## src/dvs_pkg.sv

```systemverilog
/*
  Constants, types and register map of the digital volume stage.
  Assumes one clock domain (ref_clk) and a plain byte-wide register port.
*/

package dvs_pkg;

  // -------------------------------------------------------------------
  // Register map
  // -------------------------------------------------------------------
  localparam logic [7:0] REG_STEP_CTRL = 8'h00;
  localparam logic [7:0] REG_MUTE_CTRL = 8'h01;
  localparam logic [7:0] REG_VOL_GAIN  = 8'h02;
  localparam logic [7:0] REG_FILT_SEL  = 8'h03;
  localparam logic [7:0] REG_GAIN_STAT = 8'h04;
  localparam logic [7:0] REG_POT_CTRL  = 8'h05;
  localparam logic [7:0] REG_POT_GAIN  = 8'h06;
  localparam logic [7:0] REG_INT_STAT  = 8'h07;
  localparam logic [7:0] REG_INT_CLR   = 8'h08;
  localparam logic [7:0] REG_INT_EN    = 8'h09;

  // -------------------------------------------------------------------
  // Field positions
  // -------------------------------------------------------------------
  localparam int MUTE_BIT     = 3;
  localparam int MASTER_BIT   = 1;
  localparam int REACHED_BIT  = 4;
  localparam int POT_SRC_BIT  = 7;
  localparam int POT_CLK_BIT  = 6;
  localparam int INT_REACHED  = 0;
  localparam int INT_POT      = 1;
  localparam int INT_W        = 2;

  // -------------------------------------------------------------------
  // Gain arithmetic: register in half dB, applied gain in eighth dB
  // -------------------------------------------------------------------
  localparam logic signed [7:0]  GAIN_MAX_HALF  = 8'sh30;  // +24 dB
  localparam logic signed [7:0]  GAIN_MIN_HALF  = -8'sh7f; // -63.5 dB
  localparam logic signed [7:0]  GAIN_RST_HALF  = 8'sh00;
  localparam logic signed [10:0] STEP_Q         = 11'sh001; // 0.125 dB
  localparam logic signed [10:0] MUTE_Q         = -11'sh208; // below range
  localparam logic [6:0]         POT_FINE_LAST  = 7'h5a;  // code 90
  localparam logic [6:0]         POT_MUTE_CODE  = 7'h7f;  // code 127
  localparam logic signed [8:0]  POT_FINE_OFS   = 9'sh024; // 18 dB
  localparam logic signed [8:0]  POT_COARSE_OFS = 9'sh07e;

  // -------------------------------------------------------------------
  // Interpolation filter group delays, in sample periods
  // -------------------------------------------------------------------
  localparam logic [1:0] FILT_A  = 2'h0;
  localparam logic [1:0] FILT_B  = 2'h1;
  localparam logic [1:0] FILT_C  = 2'h2;
  localparam int         DELAY_A = 21;
  localparam int         DELAY_B = 18;
  localparam int         DELAY_C = 13;
  localparam int         DATA_W  = 24;

  // Samples between SAR conversions at rate field zero
  localparam int         POT_UPD_BASE = 16;

  typedef enum logic [1:0] {
    STEP_NORMAL = 2'b00,
    STEP_HALF   = 2'b01,
    STEP_OFF    = 2'b10,
    STEP_OFF2   = 2'b11
  } dvs_step_e;

  typedef enum logic [1:0] {
    SAR_IDLE = 2'b00,
    SAR_WAIT = 2'b01,
    SAR_DROP = 2'b10
  } dvs_sar_e;

  typedef struct packed {
    logic              valid;
    logic [DATA_W-1:0] data;
  } dvs_sample_s;

  typedef struct packed {
    logic signed [7:0]  vol_half;
    logic               mute;
    logic               master;
    dvs_step_e          step_mode;
    logic [1:0]         filt_sel;
    logic               pot_src;
    logic               pot_clk;
    logic [2:0]         pot_rate;
    logic [6:0]         pot_code;
    logic               pot_mute;
    logic signed [10:0] applied;
    logic               half_phase;
    logic               reached;
    logic [INT_W-1:0]   int_stat;
    logic [INT_W-1:0]   int_en;
    logic [7:0]         rdata;
    dvs_sar_e           sar_st;
    logic [15:0]        upd_cnt;
    dvs_sample_s        out;
  } dvs_state_s;

endpackage

```

## src/dvs_volume.sv

```systemverilog
/*
  Digital playback volume stage: soft-stepped gain, mute, volume-pin
  SAR control, interpolation delay and an interrupt.
  Assumes the sample stream is synchronous to ref_clk and that the SAR
  converter answers a four-phase request/acknowledge handshake from its
  own clock, holding its code while acknowledge is high.
*/
// Strobed register access and the register addresses are this design's own decisions.
`timescale 1ns/1ns
`default_nettype none

module dvs_volume
  import dvs_pkg::*;
#(
  parameter int DEPTH = DELAY_A
) (
  input  wire logic               ref_clk,
  input  wire logic               sys_rst,
  input  wire logic [7:0]         reg_addr,
  input  wire logic [7:0]         reg_wdata,
  input  wire logic               reg_wr,
  input  wire logic               reg_rd,
  output logic      [7:0]         reg_rdata,
  input  wire dvs_sample_s        sample_in,
  output dvs_sample_s             sample_out,
  output logic signed [10:0]      applied_gain_q,
  output logic                    channel_muted,
  output logic                    gain_master,
  input  wire logic               dac_power_req,
  output logic                    dac_power_flag,
  output logic                    sar_req,
  input  wire logic               sar_ack,
  input  wire logic [6:0]         sar_code,
  output logic                    sar_clk_sel,
  output logic                    irq
);

  // -------------------------------------------------------------------
  // State
  // -------------------------------------------------------------------
  dvs_state_s        s_r;
  dvs_state_s        s_nxt;
  logic [DATA_W-1:0] dly_r [DEPTH];
  logic              ack_s1_r;
  logic              ack_s2_r;
  logic [6:0]        code_s1_r;
  logic [6:0]        code_s2_r;

  localparam dvs_state_s STATE_RST = '{
    vol_half:   GAIN_RST_HALF,
    mute:       1'b0,
    master:     1'b0,
    step_mode:  STEP_NORMAL,
    filt_sel:   FILT_A,
    pot_src:    1'b0,
    pot_clk:    1'b0,
    pot_rate:   3'h0,
    pot_code:   7'h00,
    pot_mute:   1'b0,
    applied:    MUTE_Q,
    half_phase: 1'b0,
    reached:    1'b0,
    int_stat:   '0,
    int_en:     '0,
    rdata:      8'h00,
    sar_st:     SAR_IDLE,
    upd_cnt:    16'h0000,
    out:        '0
  };

  // -------------------------------------------------------------------
  // Helpers
  // -------------------------------------------------------------------

  // SAR code to gain in half dB; code 127 is handled as mute by caller
  function automatic logic signed [7:0] pot_to_half(
    input logic [6:0] c
  );
    logic signed [8:0] t;
    t = 9'sh000;
    if (c <= POT_FINE_LAST) begin
      t = POT_FINE_OFS - $signed({2'b00, c});
    end else if (c == POT_MUTE_CODE) begin
      t = 9'(GAIN_MIN_HALF);
    end else begin
      t = POT_COARSE_OFS - $signed({1'b0, c, 1'b0});
    end
    return t[7:0];
  endfunction

  // Clamp a written gain into the documented span; codes above +24 dB
  // are reserved, so they saturate rather than wrap into attenuation
  function automatic logic signed [7:0] clamp_half(
    input logic signed [7:0] h
  );
    logic signed [7:0] r;
    r = h;
    if (h > GAIN_MAX_HALF) begin
      r = GAIN_MAX_HALF;
    end else if (h < GAIN_MIN_HALF) begin
      r = GAIN_MIN_HALF;
    end
    return r;
  endfunction

  // -------------------------------------------------------------------
  // Synchronisers for the SAR converter side
  // -------------------------------------------------------------------

  // Code is bundled with acknowledge; both pass two flops
  always_ff @(posedge ref_clk) begin
    if (sys_rst) begin
      ack_s1_r  <= 1'b0;
      ack_s2_r  <= 1'b0;
      code_s1_r <= 7'h00;
      code_s2_r <= 7'h00;
    end else begin
      ack_s1_r  <= sar_ack;
      ack_s2_r  <= ack_s1_r;
      code_s1_r <= sar_code;
      code_s2_r <= code_s1_r;
    end
  end

  // -------------------------------------------------------------------
  // Interpolation delay line
  // -------------------------------------------------------------------

  // Sized for the longest filter; shorter filters tap earlier
  always_ff @(posedge ref_clk) begin
    if (sample_in.valid) begin
      dly_r[0] <= sample_in.data;
    end
  end

  for (genvar i = 1; i < DEPTH; i++) begin : g_dly
    always_ff @(posedge ref_clk) begin
      if (sample_in.valid) begin
        dly_r[i] <= dly_r[i-1];
      end
    end
  end

  // -------------------------------------------------------------------
  // Next-state logic
  // -------------------------------------------------------------------
  logic signed [10:0] target_q;
  logic               step_now;
  logic [15:0]        upd_last;
  logic [INT_W-1:0]   events;
  logic [INT_W-1:0]   clr_mask;
  logic [4:0]         tap;

  always_comb begin
    s_nxt    = s_r;
    events   = '0;
    clr_mask = '0;
    target_q = MUTE_Q;
    step_now = 1'b0;
    tap      = 5'(DELAY_A - 1);
    upd_last = 16'((POT_UPD_BASE << s_r.pot_rate) - 1);

    // Register writes; the SAR may overwrite the gain below
    if (reg_wr) begin
      unique case (reg_addr)
        REG_STEP_CTRL: s_nxt.step_mode = dvs_step_e'(reg_wdata[1:0]);
        REG_MUTE_CTRL: begin
          s_nxt.mute   = reg_wdata[MUTE_BIT];
          s_nxt.master = reg_wdata[MASTER_BIT];
        end
        REG_VOL_GAIN: begin
          if (!s_r.pot_src) begin
            s_nxt.vol_half = clamp_half($signed(reg_wdata));
          end
        end
        REG_FILT_SEL:  s_nxt.filt_sel = reg_wdata[1:0];
        REG_POT_CTRL: begin
          s_nxt.pot_src  = reg_wdata[POT_SRC_BIT];
          s_nxt.pot_clk  = reg_wdata[POT_CLK_BIT];
          s_nxt.pot_rate = reg_wdata[2:0];
        end
        REG_INT_CLR:   clr_mask = reg_wdata[INT_W-1:0];
        REG_INT_EN:    s_nxt.int_en = reg_wdata[INT_W-1:0];
        default: begin
        end
      endcase
    end

    // Volume-pin conversion: paced in samples, four-phase handshake
    unique case (s_r.sar_st)
      SAR_IDLE: begin
        if (!s_r.pot_src) begin
          s_nxt.upd_cnt = 16'h0000;
        end else if (sample_in.valid) begin
          if (s_r.upd_cnt >= upd_last) begin
            s_nxt.upd_cnt = 16'h0000;
            s_nxt.sar_st  = SAR_WAIT;
          end else begin
            s_nxt.upd_cnt = s_r.upd_cnt + 16'h0001;
          end
        end
      end
      SAR_WAIT: begin
        if (ack_s2_r) begin
          s_nxt.sar_st = SAR_DROP;
          // Leaving pin mode mid-conversion discards the result
          if (s_r.pot_src) begin
            s_nxt.pot_code = code_s2_r;
            s_nxt.vol_half = pot_to_half(code_s2_r);
            s_nxt.pot_mute = (code_s2_r == POT_MUTE_CODE);
            events[INT_POT] = 1'b1;
          end
        end
      end
      SAR_DROP: begin
        if (!ack_s2_r) begin
          s_nxt.sar_st = SAR_IDLE;
        end
      end
      default: s_nxt.sar_st = SAR_IDLE;
    endcase

    // Pin mute only counts while the pin is the source
    if (!s_nxt.pot_src) begin
      s_nxt.pot_mute = 1'b0;
    end

    // Target in eighth dB; power-down ramps to mute first
    if (s_r.mute || (s_r.pot_src && s_r.pot_mute) || !dac_power_req) begin
      target_q = MUTE_Q;
    end else begin
      target_q = {{1{s_r.vol_half[7]}}, s_r.vol_half, 2'b00};
    end

    // Soft-step pacing
    unique case (s_r.step_mode)
      STEP_NORMAL: step_now = sample_in.valid;
      STEP_HALF: begin
        if (sample_in.valid) begin
          s_nxt.half_phase = !s_r.half_phase;
        end
        step_now = sample_in.valid && s_r.half_phase;
      end
      STEP_OFF, STEP_OFF2: step_now = 1'b0;
    endcase

    // Move applied gain one step toward target, or jump when off
    if (s_r.step_mode == STEP_OFF || s_r.step_mode == STEP_OFF2) begin
      s_nxt.applied = target_q;
    end else if (step_now) begin
      if (s_r.applied < target_q) begin
        s_nxt.applied = s_r.applied + STEP_Q;
      end else if (s_r.applied > target_q) begin
        s_nxt.applied = s_r.applied - STEP_Q;
      end
    end

    // Reached flag tracks the comparison every cycle
    s_nxt.reached = (s_nxt.applied == target_q);
    if (!s_r.reached && s_nxt.reached) begin
      events[INT_REACHED] = 1'b1;
    end

    // Sticky status: a new event wins over a same-cycle clear
    s_nxt.int_stat = (s_r.int_stat & ~clr_mask) | events;

    // Group delay chosen by the interpolation filter
    unique case (s_r.filt_sel)
      FILT_B:  tap = 5'(DELAY_B - 1);
      FILT_C:  tap = 5'(DELAY_C - 1);
      default: tap = 5'(DELAY_A - 1);
    endcase
    s_nxt.out.valid = sample_in.valid;
    if (sample_in.valid) begin
      s_nxt.out.data = dly_r[tap];
    end

    // Read data lands in the cycle after the strobe only
    s_nxt.rdata = 8'h00;
    if (reg_rd) begin
      unique case (reg_addr)
        REG_STEP_CTRL: s_nxt.rdata = {6'h00, s_r.step_mode};
        REG_MUTE_CTRL: begin
          s_nxt.rdata[MUTE_BIT]   = s_r.mute;
          s_nxt.rdata[MASTER_BIT] = s_r.master;
        end
        REG_VOL_GAIN:  s_nxt.rdata = s_r.vol_half;
        REG_FILT_SEL:  s_nxt.rdata = {6'h00, s_r.filt_sel};
        REG_GAIN_STAT: s_nxt.rdata[REACHED_BIT] = s_r.reached;
        REG_POT_CTRL: begin
          s_nxt.rdata[POT_SRC_BIT] = s_r.pot_src;
          s_nxt.rdata[POT_CLK_BIT] = s_r.pot_clk;
          s_nxt.rdata[2:0]         = s_r.pot_rate;
        end
        REG_POT_GAIN:  s_nxt.rdata = {1'b0, s_r.pot_code};
        REG_INT_STAT:  s_nxt.rdata = {6'h00, s_r.int_stat};
        REG_INT_EN:    s_nxt.rdata = {6'h00, s_r.int_en};
        default:       s_nxt.rdata = 8'h00;
      endcase
    end
  end

  // -------------------------------------------------------------------
  // State register
  // -------------------------------------------------------------------
  always_ff @(posedge ref_clk) begin
    if (sys_rst) begin
      s_r <= STATE_RST;
    end else begin
      s_r <= s_nxt;
    end
  end

  // -------------------------------------------------------------------
  // Outputs
  // -------------------------------------------------------------------
  assign reg_rdata      = s_r.rdata;
  assign sample_out     = s_r.out;
  assign applied_gain_q = s_r.applied;
  assign channel_muted  = (s_r.applied == MUTE_Q);
  assign gain_master    = s_r.master;
  assign sar_req        = (s_r.sar_st == SAR_WAIT);
  assign sar_clk_sel    = s_r.pot_clk;
  assign irq            = |(s_r.int_stat & s_r.int_en);

  // Flag stays up until power is released and the ramp has landed, except that a settled gain
  // lets it drop for the first cycle after release, while the reached flag still holds its old value
  assign dac_power_flag = dac_power_req || !s_r.reached;

endmodule

`default_nettype wire

```

## config.mk

```make
export PLATFORM = sky130hd
export DESIGN_NAME = dvs_volume
export DESIGN_NICKNAME = d
export VERILOG_FILES = /design/src/dvs_pkg.sv /design/src/dvs_volume.sv
export SDC_FILE = /design/constraint.sdc
export NUM_CORES = 1
export LEC_CHECK = 0
export BUFFER_PORTS_ARGS = -buffer_cell sky130_fd_sc_hd__buf_4
export CAP_MARGIN = 15
export CORE_AREA = 2 2 146 290
export DETAILED_ROUTE_END_ITERATION = 10
export DIE_AREA = 0 0 148 292
export GPL_TIMING_DRIVEN = 0
export PLACE_DENSITY = 0.81
export SYNTH_ARGS = -nofsm -noshare
export SYNTH_HDL_FRONTEND = slang
export SYNTH_SLANG_ARGS = --single-unit
```

## constraint.sdc

```tcl
create_clock -name ref_clk -period 5.3 [get_ports ref_clk]
set_input_delay 0.53 -clock ref_clk [delete_from_list [all_inputs] [get_ports ref_clk]]
set_output_delay 0.53 -clock ref_clk [all_outputs]
set_load 0.005 [all_outputs]
```

Word-level counts from Yosys, hierarchy flattened
Memories as Yosys holds them, arrays and structs flattened. A register that Yosys moved wholly into a read port is not among the register bits. Cells that the tools add are included.

Register bits after elaboration: 87. Bits in writable memories: 504. Word-level logic and storage cells: 138. Memories kept: 1.

$add $sub $neg: 6. Magnitude comparators: 6. Equality and inequality tests: 25. Shift operators: 1. Multiplexer cells: 44. Bitwise gates (word level): 6. Reduce and logical (&&, ||, !) cells: 26.

Memory list: dly_r (words 21, width 24, rd ports 21, clocked after Yosys merged registers in 1, wr ports 21, line dvs_volume.sv:43) `logic [DATA_W-1:0] dly_r [DEPTH];`.

Operator list (count): 8-bit two-way mux (9); 11-bit two-way mux (5); 8-bit by 3-bit == test with 1-bit output, second input constant (4); 16-bit two-way mux (2); 19-bit two-way mux (1); 18-bit two-way mux (1); 2-bit two-way mux (9); 16-bit by 1-bit adder with 16-bit output, second input constant (1); 8-bit by 2-bit == test with 1-bit output, second input constant (2); 8-bit by 4-bit == test with 1-bit output, second input constant (2); 16-bit greater-or-equal comparator (1); 5-bit by 3-bit left shift with 16-bit output, first input constant (1); 16-bit by 2-bit subtractor with 16-bit output, second input constant (1); 2-bit AND reduction (7); 1-bit case mux with 3 select lines (4); 2-bit case mux with 3 select lines (2); 11-bit by 2-bit adder with 11-bit output, second input constant (1); 11-bit == test (1); 11-bit == test, second input constant (1); 11-bit > comparator (1); 11-bit less-than comparator (1); 11-bit by 2-bit subtractor with 11-bit output, second input constant (1); 2-bit inequality test, second input constant (5); 5-bit case mux with 2 select lines (1); other kinds (27) (50).

Longest topological paths before layout
Depth after elaboration: 13. Mapped depth: 15. Gate-level depth less buffers: 13.

Worst setup path before layout
OpenSTA, ideal clock, no wires.

Path kind: input to register. From: input port dac_power_req. To: register s_r[53] (netlist bit). Arrival: 3633 ps. Data required time: 5215 ps. Slack: 1583 ps. Cell stages on the path: 13. Buffers on the path: 0. Cell sequence: inv_1 -> a211o_1 -> nor2_1 -> ha_1 -> a21o_1 -> a2111oi_4 -> nand3_2 -> nand2_4 -> mux2i_1 -> xor3_1 -> a2111oi_1 -> a41oi_1 -> o31ai_2.

Longest elaborated chain between the ends: 12. Elaborated cells on any way between the ends: 13. Those cells by class: order compare (2); eq/ne (1); mux (6); bitwise (1); reduce/logical (3).

Ends and longest elaborated chain: start, declared (line dvs_volume.sv:29) `input wire logic dac_power_req,`; 1-bit zero test * (line dvs_volume.sv:229) `if (s_r.mute || (s_r.pot_src && s_r.pot_mute) || !dac_power_req) begin`; 1-bit logical OR * (line dvs_volume.sv:229); 11-bit two-way mux * (line dvs_volume.sv:229); 11-bit > comparator (line dvs_volume.sv:253) `end else if (s_r.applied > target_q) begin`; 11-bit two-way mux (line dvs_volume.sv:253); 11-bit two-way mux (line dvs_volume.sv:251) `if (s_r.applied < target_q) begin`; 11-bit two-way mux (line dvs_volume.sv:250) `end else if (step_now) begin`; 11-bit two-way mux (line dvs_volume.sv:248) `if (s_r.step_mode == STEP_OFF || s_r.step_mode == STEP_OFF2) begin`; 11-bit == test * (line dvs_volume.sv:259) `s_nxt.reached = (s_nxt.applied == target_q);`; 1-bit logical AND * (line dvs_volume.sv:260) `if (!s_r.reached && s_nxt.reached) begin`; 1-bit two-way mux * (line dvs_volume.sv:260); 2-bit bitwise OR * (line dvs_volume.sv:265) `s_nxt.int_stat = (s_r.int_stat & ~clr_mask) | events;`; end signal, assigned (line dvs_volume.sv:310) `s_r <= s_nxt;`; end, declared (line dvs_volume.sv:41) `dvs_state_s s_r;`.

Mark *: on every way between the ends. The rest lies on a longest branch, timed or not. A chain may end at the register's enable or synchronous reset.

Final worst setup path
From: input port sample_in[24] (netlist bit). To: register s_r[53] (netlist bit).

Longest elaborated chain between the ends: 8.

Ends and longest elaborated chain: start, declared (line dvs_volume.sv:24) `input wire dvs_sample_s sample_in,`; 1-bit logical AND (line dvs_volume.sv:242) `step_now = sample_in.valid && s_r.half_phase;`; 1-bit case mux with 3 select lines * (line dvs_volume.sv:236) `unique case (s_r.step_mode)`; 11-bit two-way mux * (line dvs_volume.sv:250); 11-bit two-way mux * (line dvs_volume.sv:248); 11-bit == test * (line dvs_volume.sv:259); 1-bit logical AND * (line dvs_volume.sv:260); 1-bit two-way mux * (line dvs_volume.sv:260); 2-bit bitwise OR * (line dvs_volume.sv:265).

Marks and branches as above.

==> flow_metrics.tcl <==
set metrics [dict create \
    hold_slack_ns 0.123 \
    yosysSeqAreaShare_pct 78.2 \
    die-area_um2 43200 \
    finalPower_mw 10.0 \
    finClkSkew_ns 0.0261 \
    path_common_cell "buf_16" \
    wl_per_cell_um 19.4 \
    busiest_layer "met2" \
    crit_family "buffers and inverters" \
    antennaDiodeCount 0 \
    synth_cell_types 71 \
    fillCellCount 3024 \
    tritoncts.num_buffers 50 \
    hold_viol_final 0 \
    stdcell_area_um2 25500 \
    die_y_um 292 \
    grt_usage_pct 19.0 \
    fmax_ghz 0.204 \
    holdCritPathClass "primary input to flip-flop" \
    worst_ep_arrival_time_ns 5.38 \
    placed_area_um2 23700 \
    grt_max_degree 147 \
    ant_nets 0 \
    worst-path-max-fanout 146 \
    status "finished, final reports clean" \
    first_pass_iters 5 \
    drv_slew 0 \
    vias 11500 \
    netlist_area_um2 22200 \
    maxCapViolations 0 \
    grt.met1_usage_pct 22.6 \
    worstReg2RegStart "s_r[80]$_SDFF_PP0_" \
    synth_cells 1385 \
    cts-resized-gates 0 \
    period_needed_ns 4.89 \
    finalNonFillerCells 2118 \
    grtUsageMet3_pct 2.67 \
    crit_slowest_cell "buf_16" \
    clk_pin_slew_worst_paths_ns 0.07 \
    max_stage_delay_ns 0.54 \
    power.ir.vdd_worst_uv 314 \
    io_buffers 101 \
    cts_sinks 615 \
    ys.flop_type "edfxtp_1" \
    p_leak_nw 9.12 \
    clk_latency_ns 0.59 \
    synth_edf_count 504 \
    viasPerCell 5.42 \
    crit_chain "buf_12 > buf_16 > buf_16 > buf_16 > nand2b_1 > nor2_1 > buf_2 > nand2_1 > a211oi_1 > o211ai_1 > o311a_1 > a2111oi_1 > a41oi_1 > o31ai_2" \
    cp-startpoint "sample_in[24]" \
    clockBufferDepth 3 \
    fin_ws_ns 0.406 \
    finalSetupTns_ns 0 \
    die_x_um 148 \
    core_um2 41000 \
    place_ws_ns -0.255 \
    cts_tree "yes" \
    nets 1619 \
    drc 0 \
    drt_iter0_drc 731 \
    power_density_nw_per_um2 393 \
    setup_viol_count_final 0 \
    syn_avg_cell_area_um2 16.0 \
    dp.cells 2024 \
    period_share_pct 92.3 \
    synth-seq-cells 615 \
    grt_first_pass_wirelength_um 63200 \
    slew_headroom_pct 38.7 \
    grt.overflow.total 0 \
    ys_warn_count 0 \
    hpwl_um 27300 \
    mostFrequentLayoutCells "edfxtp_1, buf_4, dfxtp_1" \
    htreeDepth 2 \
    cp-start-kind "primary input" \
    post_cts_buffers 0 \
    min_from "sample_in[1]" \
    io_pins 104 \
    syn-num-nets 1463 \
    cp_num_buf_inv 5 \
    met2_usage_pct 33.4 \
    grt_pass1_vias 11500 \
    final_common_cell "edfxtp_1" \
    worst-setup-path-type "primary input to flip-flop" \
    post-route-util_pct 62.3 \
    worstMarginPinSlew_ns 0.919 \
    cts_hold_buf 0 \
    cts-root-buf "clkbuf_16" \
    area_growth_syn_to_layout_pct 15.0 \
    rsz0062_at_grt "no" \
    drive_gt1_share_pct 16.4 \
    antenna_found_initial 0 \
    drt_wl_total_um 41000 \
    worstSetupEndpointType "flip-flop" \
    gp_congestion 0.896 \
    crit_required_ns 5.79 \
    start_util_pct 54.2 \
    async_reset_ff_share_pct 0 \
    placementRows 105 \
]
==> power by group <==
| group | internal [mW] | switching, mW |
|---|---|---|
| logic | 0.183 | 0.276 |
| registers | 5.51 | 0.0971 |
| clock network | 2.18 | 1.77 |
| total | 7.87 | 2.15 |
==> cell type report <==
| cell class | count | area [um^2] | share of cell area [%] |
|---|---|---|---|
| buffer | 97 | 531 | 2.08 |
| clock buffer | 52 | 1260 | 4.93 |
| clock inverter | 42 | 543 | 2.13 |
| inverter | 20 | 75.1 | 0.294 |
| multi-input combinational | 653 | 4240 | 16.6 |
| sequential | 615 | 17400 | 68.0 |
| tap | 535 | 669 | 2.62 |
| timing repair buffer | 104 | 853 | 3.34 |
==> cells in the mapped netlist (24+ instances only) <==
cell / number / area [um^2]
nor2b_1: 52 / 325
ha_1: 24 / 300
edfxtp_1: 504 / 15100
nand3_1: 24 / 120
nand2_1: 86 / 323
mux2i_1: 63 / 631
dfxtp_1: 111 / 2220
clkbuf_1: 44 / 165
buf_4: 44 / 330
nor2_1: 85 / 319
a21oi_1: 63 / 315
nor3_1: 27 / 135
a211oi_1: 36 / 270
==> sequential cells by signal (all words and copies together), names as in the netlist <==
name,count
ack_s1_r,1
ack_s2_r,1
applied_gain_q,11
code_s1_r,7
code_s2_r,7
dly_r,504
gain_master,1
reg_rdata,8
s_r,49
sample_out,25
sar_clk_sel,1
==> kinds of logic after synthesis <==
family | count (synthesis) | synth area share, %
xor gates and xnor gates | 17 | 0.738
DFF | 615 | 78.2
AOI/OAI and AO/OA | 194 | 6.07
adders and majority gates | 24 | 1.35
and+or+nand+nor | 351 | 7.93
muxes | 66 | 2.99
other | 1 | 0.0169
buffers and inverters | 117 | 2.73
==> metal layers <==
metal / wire length (um) / up-vias
li1: - / 5484
met1: 15900 / 5579
met2: 21300 / 312
met3: 1670 / 113
met4: 2190 / 0
met5: 0 / -
==> worst reg2reg max path, cell delays in order (launching register included) <==
cell and delay, ns:
dfxtp_1 0.30, clkbuf_1 0.27, a211o_1 0.48, nor2_1 0.32, ha_1 0.34, a21o_1 0.23
a2111oi_4 0.48, nand3_2 0.30, nand2_4 0.19, mux2i_1 0.39, xor3_1 0.29, a2111oi_1 0.49
a41oi_1 0.26, o31ai_2 0.25
==> path summary, 6_finish.rpt <==
| path | slack, ns | depth (start not counted) | end |
|---|---|---|---|
| max | 0.41 | 14 | s_r[53]$_SDFF_PP0_ |
| min | 0.12 | 1 | dly_r[0][1]$_DFFE_PP_ |
| max reg2reg | 0.63 | 13 | s_r[53]$_SDFF_PP0_ |
| min reg2reg | 0.41 | 0 | dly_r[19][15]$_DFFE_PP_ |
Note: power is estimated with default switching activity, not from simulation.
